--- src/include/pin_router_pkg.sv ---
// Constants for the peripheral pin router
// Functional notes
// - Op-amp select bit picks port 3 pin 0/1
// - Op-amp output drives no pin unless enabled
// - Comparator connects to pins only when enabled
// - Capture field picks pair; input one even
// - PWM field picks pair; each output gated
// - Two-wire clock even pin, data odd pin
// - Two-wire lines connect only when enabled
// - Serial-peripheral group of four, select order
// - Serial-peripheral signals connect only when enabled
// - Async serial transmit even, receive odd pin
// - Async serial connects only when enabled
// - Lowest priority number wins a shared pin
package pin_router_pkg;
  localparam int ADDR_W = 8;
  localparam int DATA_W = 32;
  localparam int PAIR_PINS = 16;
  localparam int PORT_W = 8;
  localparam int SEL_W = 3;
  localparam int GRP_W = 2;

  // Register offsets
  localparam logic [7:0] PORT1_CTRL_OFS = 8'h00;
  localparam logic [7:0] PORT2_CTRL_OFS = 8'h04;
  localparam logic [7:0] PORT3_CTRL_OFS = 8'h08;
  localparam logic [7:0] PIN_STATE_OFS = 8'h0C;
  localparam logic [7:0] ROUTE_CTRL_A_OFS = 8'h40;
  localparam logic [7:0] ROUTE_CTRL_B_OFS = 8'h44;

  // Port control fields
  localparam int PORT_OE_LSB = 0;
  localparam int PORT_DO_LSB = 8;
  localparam int PORT_PU_LSB = 16;
  localparam logic [31:0] PORT_WR_MASK = 32'h00FF_FFFF;
  localparam logic [31:0] PORT_CTRL_RST = 32'h0000_0000;

  // route_ctrl_a fields
  localparam int OPAMP_SEL_BIT = 19;
  localparam int OPAMP_EN_BIT = 18;
  localparam int CMP_EN_BIT = 16;
  localparam int CAP_SEL_LSB = 5;
  localparam int PWM_SEL_LSB = 2;
  localparam int PWM1_EN_BIT = 1;
  localparam int PWM0_EN_BIT = 0;
  localparam logic [31:0] ROUTE_A_WR_MASK = 32'h000D_00FF;
  localparam logic [31:0] ROUTE_A_RST = 32'h0000_0000;

  // route_ctrl_b fields
  localparam int TW_SEL_LSB = 17;
  localparam int TW_EN_BIT = 16;
  localparam int SPI_SEL_LSB = 5;
  localparam int SPI_EN_BIT = 4;
  localparam int UART_SEL_LSB = 1;
  localparam int UART_EN_BIT = 0;
  localparam logic [31:0] ROUTE_B_WR_MASK = 32'h000F_007F;
  localparam logic [31:0] ROUTE_B_RST = 32'h0000_0000;

  // Fixed pins and masks
  localparam logic [15:0] CMP_PIN_MASK = 16'h00FF;
  localparam int CMP_OUT_PIN = 7;
  localparam logic [15:0] PAIR_BASE = 16'h0001;
  localparam logic [15:0] GROUP_BASE = 16'h000F;

  // Values seen by a peripheral while it is not routed; capture has no enable and sees CAP_IDLE only in reset
  localparam logic TW_IDLE = 1'b1;
  localparam logic UART_RX_IDLE = 1'b1;
  localparam logic CAP_IDLE = 1'b0;
  localparam logic [3:0] SPI_IDLE = 4'h1;
endpackage : pin_router_pkg

--- src/rtl/pad_sync.sv ---
// Two-flop synchroniser for pad inputs
`timescale 1ns/1ps
module pad_sync #(
  parameter int WIDTH = 24
) (
  // Clock and reset
  input wire logic clk,
  input wire logic reset_n,
  // Data
  input wire logic [WIDTH-1:0] async_in,
  output logic [WIDTH-1:0] sync_out
);
  logic [WIDTH-1:0] meta_ff;
  logic [WIDTH-1:0] sync_ff;

  // First stage feeds the second only
  always_ff @(posedge clk or negedge reset_n) begin
    if (!reset_n) begin
      meta_ff <= '0;
      sync_ff <= '0;
    end else begin
      meta_ff <= async_in;
      sync_ff <= meta_ff;
    end
  end

  assign sync_out = sync_ff;
endmodule : pad_sync

--- src/rtl/pin_drive_arbiter.sv ---
// Per-pin priority pick among routed drivers
`timescale 1ns/1ps
module pin_drive_arbiter #(
  parameter int PINS = 16
) (
  // Serial peripheral, rank 1
  input wire logic [PINS-1:0] spi_claim,
  input wire logic [PINS-1:0] spi_out,
  input wire logic [PINS-1:0] spi_oe,
  // Two-wire, rank 2
  input wire logic [PINS-1:0] tw_claim,
  input wire logic [PINS-1:0] tw_out,
  input wire logic [PINS-1:0] tw_oe,
  // Async serial, rank 3
  input wire logic [PINS-1:0] uart_claim,
  input wire logic [PINS-1:0] uart_out,
  input wire logic [PINS-1:0] uart_oe,
  // Comparator, rank 4
  input wire logic [PINS-1:0] cmp_claim,
  input wire logic [PINS-1:0] cmp_out,
  input wire logic [PINS-1:0] cmp_oe,
  // PWM, rank 5
  input wire logic [PINS-1:0] pwm_claim,
  input wire logic [PINS-1:0] pwm_out,
  // Ordinary port
  input wire logic [PINS-1:0] gpio_out,
  input wire logic [PINS-1:0] gpio_oe,
  // Result
  output logic [PINS-1:0] drive_out,
  output logic [PINS-1:0] drive_oe,
  output logic [PINS-1:0] claimed
);
  genvar i;
  generate
    for (i = 0; i < PINS; i++) begin : g_pin
      // Lower rank number checked first
      assign drive_out[i] = spi_claim[i] ? spi_out[i] :
                            tw_claim[i] ? tw_out[i] :
                            uart_claim[i] ? uart_out[i] :
                            cmp_claim[i] ? cmp_out[i] :
                            pwm_claim[i] ? pwm_out[i] :
                            gpio_out[i];
      assign drive_oe[i] = spi_claim[i] ? spi_oe[i] :
                           tw_claim[i] ? tw_oe[i] :
                           uart_claim[i] ? uart_oe[i] :
                           cmp_claim[i] ? cmp_oe[i] :
                           pwm_claim[i] ? 1'b1 :
                           gpio_oe[i];
      assign claimed[i] = spi_claim[i] | tw_claim[i] | uart_claim[i] |
                          cmp_claim[i] | pwm_claim[i];
    end
  endgenerate
endmodule : pin_drive_arbiter

--- src/rtl/peripheral_pin_router.sv ---
// Peripheral to port pin router with its register file
//
// Decided for this implementation: strobed register access.
`timescale 1ns/1ps
module peripheral_pin_router (
  // Clock and reset
  input wire logic clk,
  input wire logic reset_n,
  // Register port
  input wire logic [pin_router_pkg::ADDR_W-1:0] reg_addr,
  input wire logic [pin_router_pkg::DATA_W-1:0] reg_wdata,
  input wire logic reg_wr,
  input wire logic reg_rd,
  output logic [pin_router_pkg::DATA_W-1:0] reg_rdata,
  // Port 1 and 2 pads, port 1 in the low byte
  input wire logic [15:0] pad12_in,
  output logic [15:0] pad12_out,
  output logic [15:0] pad12_oe,
  output logic [15:0] pad12_pullup,
  // Port 3 pads
  input wire logic [7:0] pad3_in,
  output logic [7:0] pad3_out,
  output logic [7:0] pad3_oe,
  output logic [7:0] pad3_pullup,
  // Op-amp digital output
  input wire logic opamp_dig_out,
  // Comparator
  input wire logic comparator_out,
  output logic [7:0] comparator_pad_connect,
  // Capture timer
  output logic capture_input_one,
  output logic capture_input_two,
  // PWM timer
  input wire logic pwm_output_zero,
  input wire logic pwm_output_one,
  // Two-wire: bit 0 clock, bit 1 data
  input wire logic [1:0] twowire_out,
  input wire logic [1:0] twowire_oe,
  output logic [1:0] twowire_in,
  // Serial peripheral: select, clock, miso, mosi
  input wire logic [3:0] serial_periph_out,
  input wire logic [3:0] serial_periph_oe,
  output logic [3:0] serial_periph_in,
  // Async serial unit
  input wire logic async_serial_tx,
  output logic async_serial_rx
);
  import pin_router_pkg::*;

  logic [31:0] port1_ctrl_ff;
  logic [31:0] port2_ctrl_ff;
  logic [31:0] port3_ctrl_ff;
  logic [31:0] route_ctrl_a_ff;
  logic [31:0] route_ctrl_b_ff;
  logic [31:0] rdata_ff;

  // Register decode
  wire sel_p1 = (reg_addr == PORT1_CTRL_OFS);
  wire sel_p2 = (reg_addr == PORT2_CTRL_OFS);
  wire sel_p3 = (reg_addr == PORT3_CTRL_OFS);
  wire sel_state = (reg_addr == PIN_STATE_OFS);
  wire sel_a = (reg_addr == ROUTE_CTRL_A_OFS);
  wire sel_b = (reg_addr == ROUTE_CTRL_B_OFS);

  wire wr_p1 = reg_wr & sel_p1;
  wire wr_p2 = reg_wr & sel_p2;
  wire wr_p3 = reg_wr & sel_p3;
  wire wr_a = reg_wr & sel_a;
  wire wr_b = reg_wr & sel_b;

  // Only defined bits store; the rest read back as zero
  wire [31:0] nxt_port1_ctrl = wr_p1 ? (reg_wdata & PORT_WR_MASK) : port1_ctrl_ff;
  wire [31:0] nxt_port2_ctrl = wr_p2 ? (reg_wdata & PORT_WR_MASK) : port2_ctrl_ff;
  wire [31:0] nxt_port3_ctrl = wr_p3 ? (reg_wdata & PORT_WR_MASK) : port3_ctrl_ff;
  wire [31:0] nxt_route_ctrl_a = wr_a ? (reg_wdata & ROUTE_A_WR_MASK) : route_ctrl_a_ff;
  wire [31:0] nxt_route_ctrl_b = wr_b ? (reg_wdata & ROUTE_B_WR_MASK) : route_ctrl_b_ff;

  always_ff @(posedge clk or negedge reset_n) begin
    if (!reset_n) begin
      port1_ctrl_ff <= PORT_CTRL_RST;
      port2_ctrl_ff <= PORT_CTRL_RST;
      port3_ctrl_ff <= PORT_CTRL_RST;
      route_ctrl_a_ff <= ROUTE_A_RST;
      route_ctrl_b_ff <= ROUTE_B_RST;
    end else begin
      port1_ctrl_ff <= nxt_port1_ctrl;
      port2_ctrl_ff <= nxt_port2_ctrl;
      port3_ctrl_ff <= nxt_port3_ctrl;
      route_ctrl_a_ff <= nxt_route_ctrl_a;
      route_ctrl_b_ff <= nxt_route_ctrl_b;
    end
  end

  // Pad inputs cross into the clock domain
  logic [23:0] pad_sync_q;
  wire [15:0] pin12_in = pad_sync_q[15:0];
  wire [7:0] pin3_in = pad_sync_q[23:16];

  pad_sync #(
    .WIDTH(24)
  ) u_pad_sync (
    .clk(clk),
    .reset_n(reset_n),
    .async_in({pad3_in, pad12_in}),
    .sync_out(pad_sync_q)
  );

  // Read path; unmapped addresses answer zero
  wire [31:0] pin_state = {8'h00, pin3_in, pin12_in};
  wire [31:0] rd_val = sel_p1 ? port1_ctrl_ff :
                       sel_p2 ? port2_ctrl_ff :
                       sel_p3 ? port3_ctrl_ff :
                       sel_state ? pin_state :
                       sel_a ? route_ctrl_a_ff :
                       sel_b ? route_ctrl_b_ff :
                       32'h0000_0000;
  wire [31:0] nxt_rdata = reg_rd ? rd_val : 32'h0000_0000;

  always_ff @(posedge clk or negedge reset_n) begin
    if (!reset_n) begin
      rdata_ff <= 32'h0000_0000;
    end else begin
      rdata_ff <= nxt_rdata;
    end
  end

  assign reg_rdata = rdata_ff;

  // Routing fields
  wire opamp_out_pin_sel = route_ctrl_a_ff[OPAMP_SEL_BIT];
  wire opamp_out_route_en = route_ctrl_a_ff[OPAMP_EN_BIT];
  wire comparator_route_en = route_ctrl_a_ff[CMP_EN_BIT];
  wire [SEL_W-1:0] capture_pair_sel = route_ctrl_a_ff[CAP_SEL_LSB +: SEL_W];
  wire [SEL_W-1:0] pwm_pair_sel = route_ctrl_a_ff[PWM_SEL_LSB +: SEL_W];
  wire pwm1_route_en = route_ctrl_a_ff[PWM1_EN_BIT];
  wire pwm0_route_en = route_ctrl_a_ff[PWM0_EN_BIT];
  wire [SEL_W-1:0] twowire_pair_sel = route_ctrl_b_ff[TW_SEL_LSB +: SEL_W];
  wire twowire_route_en = route_ctrl_b_ff[TW_EN_BIT];
  wire [GRP_W-1:0] serial_periph_group_sel = route_ctrl_b_ff[SPI_SEL_LSB +: GRP_W];
  wire serial_periph_route_en = route_ctrl_b_ff[SPI_EN_BIT];
  wire [SEL_W-1:0] async_serial_pair_sel = route_ctrl_b_ff[UART_SEL_LSB +: SEL_W];
  wire async_serial_route_en = route_ctrl_b_ff[UART_EN_BIT];

  // Pair code n covers pins 2n and 2n+1, ports 1 then 2
  wire [15:0] pwm_even = PAIR_BASE << {pwm_pair_sel, 1'b0};
  wire [15:0] pwm_odd = PAIR_BASE << {pwm_pair_sel, 1'b1};
  wire [15:0] tw_pair = (PAIR_BASE << {twowire_pair_sel, 1'b0})
                      | (PAIR_BASE << {twowire_pair_sel, 1'b1});
  wire [15:0] uart_even = PAIR_BASE << {async_serial_pair_sel, 1'b0};
  wire [15:0] uart_odd = PAIR_BASE << {async_serial_pair_sel, 1'b1};
  wire [15:0] spi_group = GROUP_BASE << {serial_periph_group_sel, 2'b00};

  // Claims, each gated by its own enable
  wire [15:0] spi_claim = serial_periph_route_en ? spi_group : 16'h0000;
  wire [15:0] tw_claim = twowire_route_en ? tw_pair : 16'h0000;
  wire [15:0] uart_claim = async_serial_route_en ? (uart_even | uart_odd)
                                                 : 16'h0000;
  wire [15:0] cmp_claim = comparator_route_en ? CMP_PIN_MASK : 16'h0000;
  wire [15:0] pwm_claim = (pwm0_route_en ? pwm_even : 16'h0000)
                        | (pwm1_route_en ? pwm_odd : 16'h0000);

  // Per-pin values offered by each source
  logic [15:0] spi_pin_out;
  logic [15:0] spi_pin_oe;
  logic [15:0] tw_pin_out;
  logic [15:0] tw_pin_oe;
  logic [15:0] uart_pin_out;
  logic [15:0] uart_pin_oe;
  logic [15:0] cmp_pin_out;
  logic [15:0] cmp_pin_oe;
  logic [15:0] pwm_pin_out;

  genvar i;
  generate
    for (i = 0; i < PAIR_PINS; i++) begin : g_src
      // Groups are aligned, so the low bits give the role
      assign spi_pin_out[i] = serial_periph_out[i % 4];
      assign spi_pin_oe[i] = serial_periph_oe[i % 4];
      // Two-wire is open drain: low or released
      assign tw_pin_out[i] = 1'b0;
      assign tw_pin_oe[i] = twowire_oe[i % 2] | ~twowire_out[i % 2];
      // Receive pin is claimed but never driven
      assign uart_pin_out[i] = (i % 2 == 0) ? async_serial_tx : 1'b0;
      assign uart_pin_oe[i] = (i % 2 == 0);
      assign cmp_pin_out[i] = (i == CMP_OUT_PIN) ? comparator_out : 1'b0;
      assign cmp_pin_oe[i] = (i == CMP_OUT_PIN);
      assign pwm_pin_out[i] = (i % 2 == 0) ? pwm_output_zero : pwm_output_one;
    end
  endgenerate

  // Ordinary port values for ports 1 and 2
  wire [15:0] gpio12_out = {port2_ctrl_ff[PORT_DO_LSB +: PORT_W],
                            port1_ctrl_ff[PORT_DO_LSB +: PORT_W]};
  wire [15:0] gpio12_oe = {port2_ctrl_ff[PORT_OE_LSB +: PORT_W],
                           port1_ctrl_ff[PORT_OE_LSB +: PORT_W]};
  wire [15:0] gpio12_pu = {port2_ctrl_ff[PORT_PU_LSB +: PORT_W],
                           port1_ctrl_ff[PORT_PU_LSB +: PORT_W]};

  logic [15:0] arb_out;
  logic [15:0] arb_oe;
  logic [15:0] arb_claimed;

  pin_drive_arbiter #(
    .PINS(PAIR_PINS)
  ) u_arbiter (
    .spi_claim(spi_claim),
    .spi_out(spi_pin_out),
    .spi_oe(spi_pin_oe),
    .tw_claim(tw_claim),
    .tw_out(tw_pin_out),
    .tw_oe(tw_pin_oe),
    .uart_claim(uart_claim),
    .uart_out(uart_pin_out),
    .uart_oe(uart_pin_oe),
    .cmp_claim(cmp_claim),
    .cmp_out(cmp_pin_out),
    .cmp_oe(cmp_pin_oe),
    .pwm_claim(pwm_claim),
    .pwm_out(pwm_pin_out),
    .gpio_out(gpio12_out),
    .gpio_oe(gpio12_oe),
    .drive_out(arb_out),
    .drive_oe(arb_oe),
    .claimed(arb_claimed)
  );

  // Pull-ups stay off on pins a peripheral owns
  wire [15:0] nxt_pad12_pullup = gpio12_pu & ~arb_claimed;

  // Port 3: op-amp on pin 0 or 1, else the port registers
  wire [7:0] opamp_mask = opamp_out_route_en ?
                          (opamp_out_pin_sel ? 8'h02 : 8'h01) : 8'h00;
  wire [7:0] gpio3_out = port3_ctrl_ff[PORT_DO_LSB +: PORT_W];
  wire [7:0] gpio3_oe = port3_ctrl_ff[PORT_OE_LSB +: PORT_W];
  wire [7:0] gpio3_pu = port3_ctrl_ff[PORT_PU_LSB +: PORT_W];
  wire [7:0] nxt_pad3_out = (gpio3_out & ~opamp_mask)
                          | (opamp_mask & {8{opamp_dig_out}});
  wire [7:0] nxt_pad3_oe = gpio3_oe | opamp_mask;
  wire [7:0] nxt_pad3_pullup = gpio3_pu & ~opamp_mask;

  // Inputs to peripherals; capture has no enable and always taps
  wire [3:0] cap_even_idx = {capture_pair_sel, 1'b0};
  wire [3:0] cap_odd_idx = {capture_pair_sel, 1'b1};
  wire nxt_capture_one = pin12_in[cap_even_idx];
  wire nxt_capture_two = pin12_in[cap_odd_idx];
  wire [3:0] tw_scl_idx = {twowire_pair_sel, 1'b0};
  wire [3:0] tw_sda_idx = {twowire_pair_sel, 1'b1};
  wire [1:0] nxt_twowire_in = twowire_route_en ?
                              {pin12_in[tw_sda_idx], pin12_in[tw_scl_idx]}
                            : {TW_IDLE, TW_IDLE};
  wire [3:0] uart_rx_idx = {async_serial_pair_sel, 1'b1};
  wire nxt_async_rx = async_serial_route_en ? pin12_in[uart_rx_idx]
                                            : UART_RX_IDLE;
  wire [3:0] spi_grp_pins = pin12_in[{serial_periph_group_sel, 2'b00} +: 4];
  wire [3:0] nxt_spi_in = serial_periph_route_en ? spi_grp_pins : SPI_IDLE;
  wire [7:0] nxt_cmp_connect = comparator_route_en ? 8'h7F : 8'h00;

  // Registered outputs; one cycle of latency keeps pads glitch free
  logic [15:0] pad12_out_ff;
  logic [15:0] pad12_oe_ff;
  logic [15:0] pad12_pullup_ff;
  logic [7:0] pad3_out_ff;
  logic [7:0] pad3_oe_ff;
  logic [7:0] pad3_pullup_ff;
  logic [7:0] cmp_connect_ff;
  logic cap_one_ff;
  logic cap_two_ff;
  logic [1:0] twowire_in_ff;
  logic [3:0] spi_in_ff;
  logic async_rx_ff;

  always_ff @(posedge clk or negedge reset_n) begin
    if (!reset_n) begin
      pad12_out_ff <= 16'h0000;
      pad12_oe_ff <= 16'h0000;
      pad12_pullup_ff <= 16'h0000;
      pad3_out_ff <= 8'h00;
      pad3_oe_ff <= 8'h00;
      pad3_pullup_ff <= 8'h00;
    end else begin
      pad12_out_ff <= arb_out;
      pad12_oe_ff <= arb_oe;
      pad12_pullup_ff <= nxt_pad12_pullup;
      pad3_out_ff <= nxt_pad3_out;
      pad3_oe_ff <= nxt_pad3_oe;
      pad3_pullup_ff <= nxt_pad3_pullup;
    end
  end

  always_ff @(posedge clk or negedge reset_n) begin
    if (!reset_n) begin
      cmp_connect_ff <= 8'h00;
      cap_one_ff <= CAP_IDLE;
      cap_two_ff <= CAP_IDLE;
      twowire_in_ff <= {TW_IDLE, TW_IDLE};
      spi_in_ff <= SPI_IDLE;
      async_rx_ff <= UART_RX_IDLE;
    end else begin
      cmp_connect_ff <= nxt_cmp_connect;
      cap_one_ff <= nxt_capture_one;
      cap_two_ff <= nxt_capture_two;
      twowire_in_ff <= nxt_twowire_in;
      spi_in_ff <= nxt_spi_in;
      async_rx_ff <= nxt_async_rx;
    end
  end

  assign pad12_out = pad12_out_ff;
  assign pad12_oe = pad12_oe_ff;
  assign pad12_pullup = pad12_pullup_ff;
  assign pad3_out = pad3_out_ff;
  assign pad3_oe = pad3_oe_ff;
  assign pad3_pullup = pad3_pullup_ff;
  assign comparator_pad_connect = cmp_connect_ff;
  assign capture_input_one = cap_one_ff;
  assign capture_input_two = cap_two_ff;
  assign twowire_in = twowire_in_ff;
  assign serial_periph_in = spi_in_ff;
  assign async_serial_rx = async_rx_ff;
endmodule : peripheral_pin_router

--- config.mk ---
export PLATFORM = sky130hd
export DESIGN_NAME = peripheral_pin_router
export DESIGN_NICKNAME = d
export VERILOG_FILES = /design/src/include/pin_router_pkg.sv /design/src/rtl/pad_sync.sv /design/src/rtl/pin_drive_arbiter.sv /design/src/rtl/peripheral_pin_router.sv
export SDC_FILE = /design/constraint.sdc
export NUM_CORES = 1
export LEC_CHECK = 0
export ABC_AREA = 0
export BUFFER_PORTS_ARGS = -buffer_cell sky130_fd_sc_hd__buf_2
export CAP_MARGIN = 15
export CORE_MARGIN = 2
export CORE_UTILIZATION = 50
export CTS_BUF_LIST = sky130_fd_sc_hd__clkbuf_8 sky130_fd_sc_hd__clkbuf_16
export CTS_CLUSTER_SIZE = 16
export DETAILED_ROUTE_END_ITERATION = 12
export PLACE_DENSITY = 0.81
export SYNTH_ARGS = -nofsm -noshare
export SYNTH_HDL_FRONTEND = slang
export SYNTH_HIERARCHICAL = 1
export SYNTH_SLANG_ARGS = --single-unit
--- constraint.sdc ---
create_clock -name clk -period 2.95 [get_ports clk]
set_input_delay 0.59 -clock clk [delete_from_list [all_inputs] [get_ports clk]]
set_output_delay 0.59 -clock clk [all_outputs]
set_load 0.02 [all_outputs]
==> metrics.txt <==
Worst Setup SP=reg_addr[5]; Nets=1267; Placed Cells incl. Taps=1433; Ys Warns=6; Final Hold Vio Count=0; synth unique cells=46; # setup viols final=0; CTS Sinks=between 200 and 250; register area=0.00621 mm^2; dpl ws=0.181 ns; worst flop-to-flop path startpoint=route_ctrl_b_ff[1]$_DFFE_PN0P_; first-pass GRT wire length=46.1 mm; antenna diode count=0; post-cts resize count=0; Crit Path Class=in2reg; gr ovfl total=0; min Tclk post-route=2.22 ns; Rel. slew slack=about 47%; worst-margin pin slew=0.797 ns; Post-synth EDFFs=0; Post-DRT Antenna Nets=0; GPL Wtd Cong=0.970; PortBufs=188; Arrival @ worst endpoint=2.65 ns; largest cells by area after synthesis=dfrtp_1 55%, mux2_2 7.9%, mux4_2 5.4%; hold-fix buffer count after cts=1; Worst setup SP type=input pin; Max Cap Viol=0; post-synthesis sequential area ratio=55.6%; Max clock buf depth=3; CTS tree=yes; largest net degree at the start of global routing=91; period utilisation layout=between 70% and 80%; unrepaired setup endpoints after global routing=no; num rows=54; setup tns final=0 ns; Final Max Tran Viols=0; static leakage=about 0.0070 uW; area of the multi-input gates=0.00511 mm^2; Core Area=0.0219 mm^2; syn avg cell area=12.8 um^2; total power=7860 uW; Area Growth Syn to Fin=23.4%; fraction of post-synthesis cell area in the top cell type by area=54.7%; met3 GRT Util=roughly 3.3%; Starting Density=between 50% and 60%; # Post-CTS Setup Buffers=0; P per Cell Area=570 mW/mm^2; layout cells sized above 1=33.2%; register bit total from synthesis=248; number of antenna violations at the first check in global routing=0; Via density=around 5.5; PnR worst setup slack=0.729 ns; Fmax=450 MHz; Async S/R FF share, synth=100%; via count=approximately 8000; met1 global-route usage=35.7%; commonest cells in the netlist=244 x dfrtp_1, 78 x mux2_2, 67 x nor2_1; slowest stage delay, CP=around 0.55 ns; DRC violations left=0; I/O pins=206; Root Driver=clkbuf_16; DP Area=between 0.01 and 0.015 mm^2; Clock Latency Late Sink=between 0.5 and 0.6 ns; slowest CP cell=or4_4; CP Capture Type=register; Synth area leader=dfrtp_1; critical-path cell list=buf_2, or4_4, or4_1, or3b_1, buf_12, mux2_4; DRT iter0 DRCs=711; met2 global-route usage=40.2%; Worst EP required=3.37 ns; All-Layer GR Usage=25.2%; CTS H-tree depth=1; Final Cell Area=0.0138 mm^2; dominant synthesized flop cell=dfrtp_1; gr busiest metal=met2; critical-path maximum fanout=24; Die Width=about 150 um; maximum vdd drop=0.000545 V; HPWL after detailed placement=around 22 mm; final non-filler cell total=1482; Total Wirelength=29.8 mm; top-count cell post-synth=dfrtp_1; drt pass-1 iters=5; CTS buffer count=26; Gate Count Post-Synth=slightly below 900; routed length per instance=20.1 um; min-delay src=pad12_in[8]; fillers=1731; Final Skew=0.0154 ns; status=complete, no violations; Die ar.=0.0236 mm^2; Worst-path clk slew=0.06 ns; Hold Path Class=in2reg; Die H=153 um; Synth Cell Area=~0.011 mm^2; vias in the first global route=8077
==> final timing paths <==
kind                                                      to  slack [ns]  depth (start not counted)
max reg2reg                           pad12_out[0]$_DFF_PN0_        0.77                          5
min reg2reg                u_pad_sync/sync_out[12]$_DFF_PN0_        0.35                          0
max in group asynchronous            pad12_out[12]$_DFF_PN0_        1.62                          3
min                          u_pad_sync/meta_ff[8]$_DFF_PN0_        0.14                          1
min in group asynchronous     route_ctrl_b_ff[1]$_DFFE_PN0P_        0.50                          2
max                            port3_ctrl_ff[11]$_DFFE_PN0P_        0.73                          6
==> report_power, final <==
part | total (uW) | switching [uW] | internal [uW] | leakage [uW]
Clock | 3380 | 1420 | 1960 | 0.000444
Combinational | 767 | 452 | 315 | 0.00326
Sequential | 3710 | 135 | 3570 | 0.00328
==> registers in the layout, indices dropped and copies added, names as in the netlist, 2 cells and up <==
| signal | cells |
|---|---|
| route_ctrl_b_ff | 11 |
| port1_ctrl_ff | 24 |
| pad3_oe | 8 |
| u_pad_sync/meta_ff | 24 |
| pad12_oe | 16 |
| pad3_pullup | 8 |
| port2_ctrl_ff | 24 |
| pad3_out | 8 |
| serial_periph_in | 4 |
| pad12_pullup | 16 |
| port3_ctrl_ff | 24 |
| route_ctrl_a_ff | 11 |
| reg_rdata | 24 |
| u_pad_sync/sync_out | 24 |
| pad12_out | 16 |
| twowire_in | 2 |
==> cells by family (layout without fill, tap and decap cells) <==
family          Yosys count  in the layout  synth area share, %
flops                   248            248                 55.6
buf+inv                  56            265                 2.65
mux                     165            165                 19.7
compound gates          121            121                 8.09
simple gates            283            283                 13.8
other cells               2            120               0.0672
==> through the flow <==
step,hold WS (ns),utilization (%)
5_1_grt,0.123,63.0
3_3_place_gp,0.332,58.8
3_5_place_dp,0.335,58.8
4_1_cts,0.121,63.0
6_report,0.140,63.0
2_1_floorplan,0.294,-
==> placed cells by master (no fill, tap or decap), types with 8 or more instances in the layout <==
cell,netlist,layout
a21oi_1,35,35
clkbuf_16,0,26
mux4_2,27,27
nand2b_1,45,45
mux2_2,78,78
nor2b_1,63,63
o311ai_1,13,13
o211ai_1,15,15
buf_2,6,187
buf_4,15,19
a221oi_1,15,15
mux2i_1,26,26
nor3_1,23,23
and3_1,14,14
mux2_4,20,20
dfrtp_1,244,244
nand2_1,34,34
a211oi_1,25,25
o221a_2,10,10
inv_1,5,8
nor2_1,67,67
mux2_1,14,14
and3b_1,14,14
conb_1,2,120
==> area by class of cell <==
| cell class | count | area share, % |
|---|---|---|
| Clock buffer | 28 | 4.92 |
| Timing Repair Buffer | 212 | 8.59 |
| Clock inverter | 20 | 1.68 |
| Sequential cell | 248 | 45.1 |
| Multi-Input combinational cell | 689 | 37.1 |
| Tap cell | 280 | 2.54 |
| Inverter | 5 | 0.136 |
==> critical path: cells and delay by family <==
kind / cells / cell delay [ns]
muxes: 1 / 0.31
and+or+nand+nor: 3 / 1.42
buffers and inverters: 2 / 0.31
==> layer usage <==
| metal | vias to the layer above | routed length, um | share of wire [%] |
|---|---|---|---|
| li1 | 3665 | - | - |
| met1 | 3988 | 12400 | 42 |
| met2 | 359 | 14000 | 47 |
| met3 | 75 | 2150 | 7.2 |
| met4 | 0 | 1210 | 4.1 |
| met5 | - | 0 | 0 |
(Power assumes the default switching activity.)
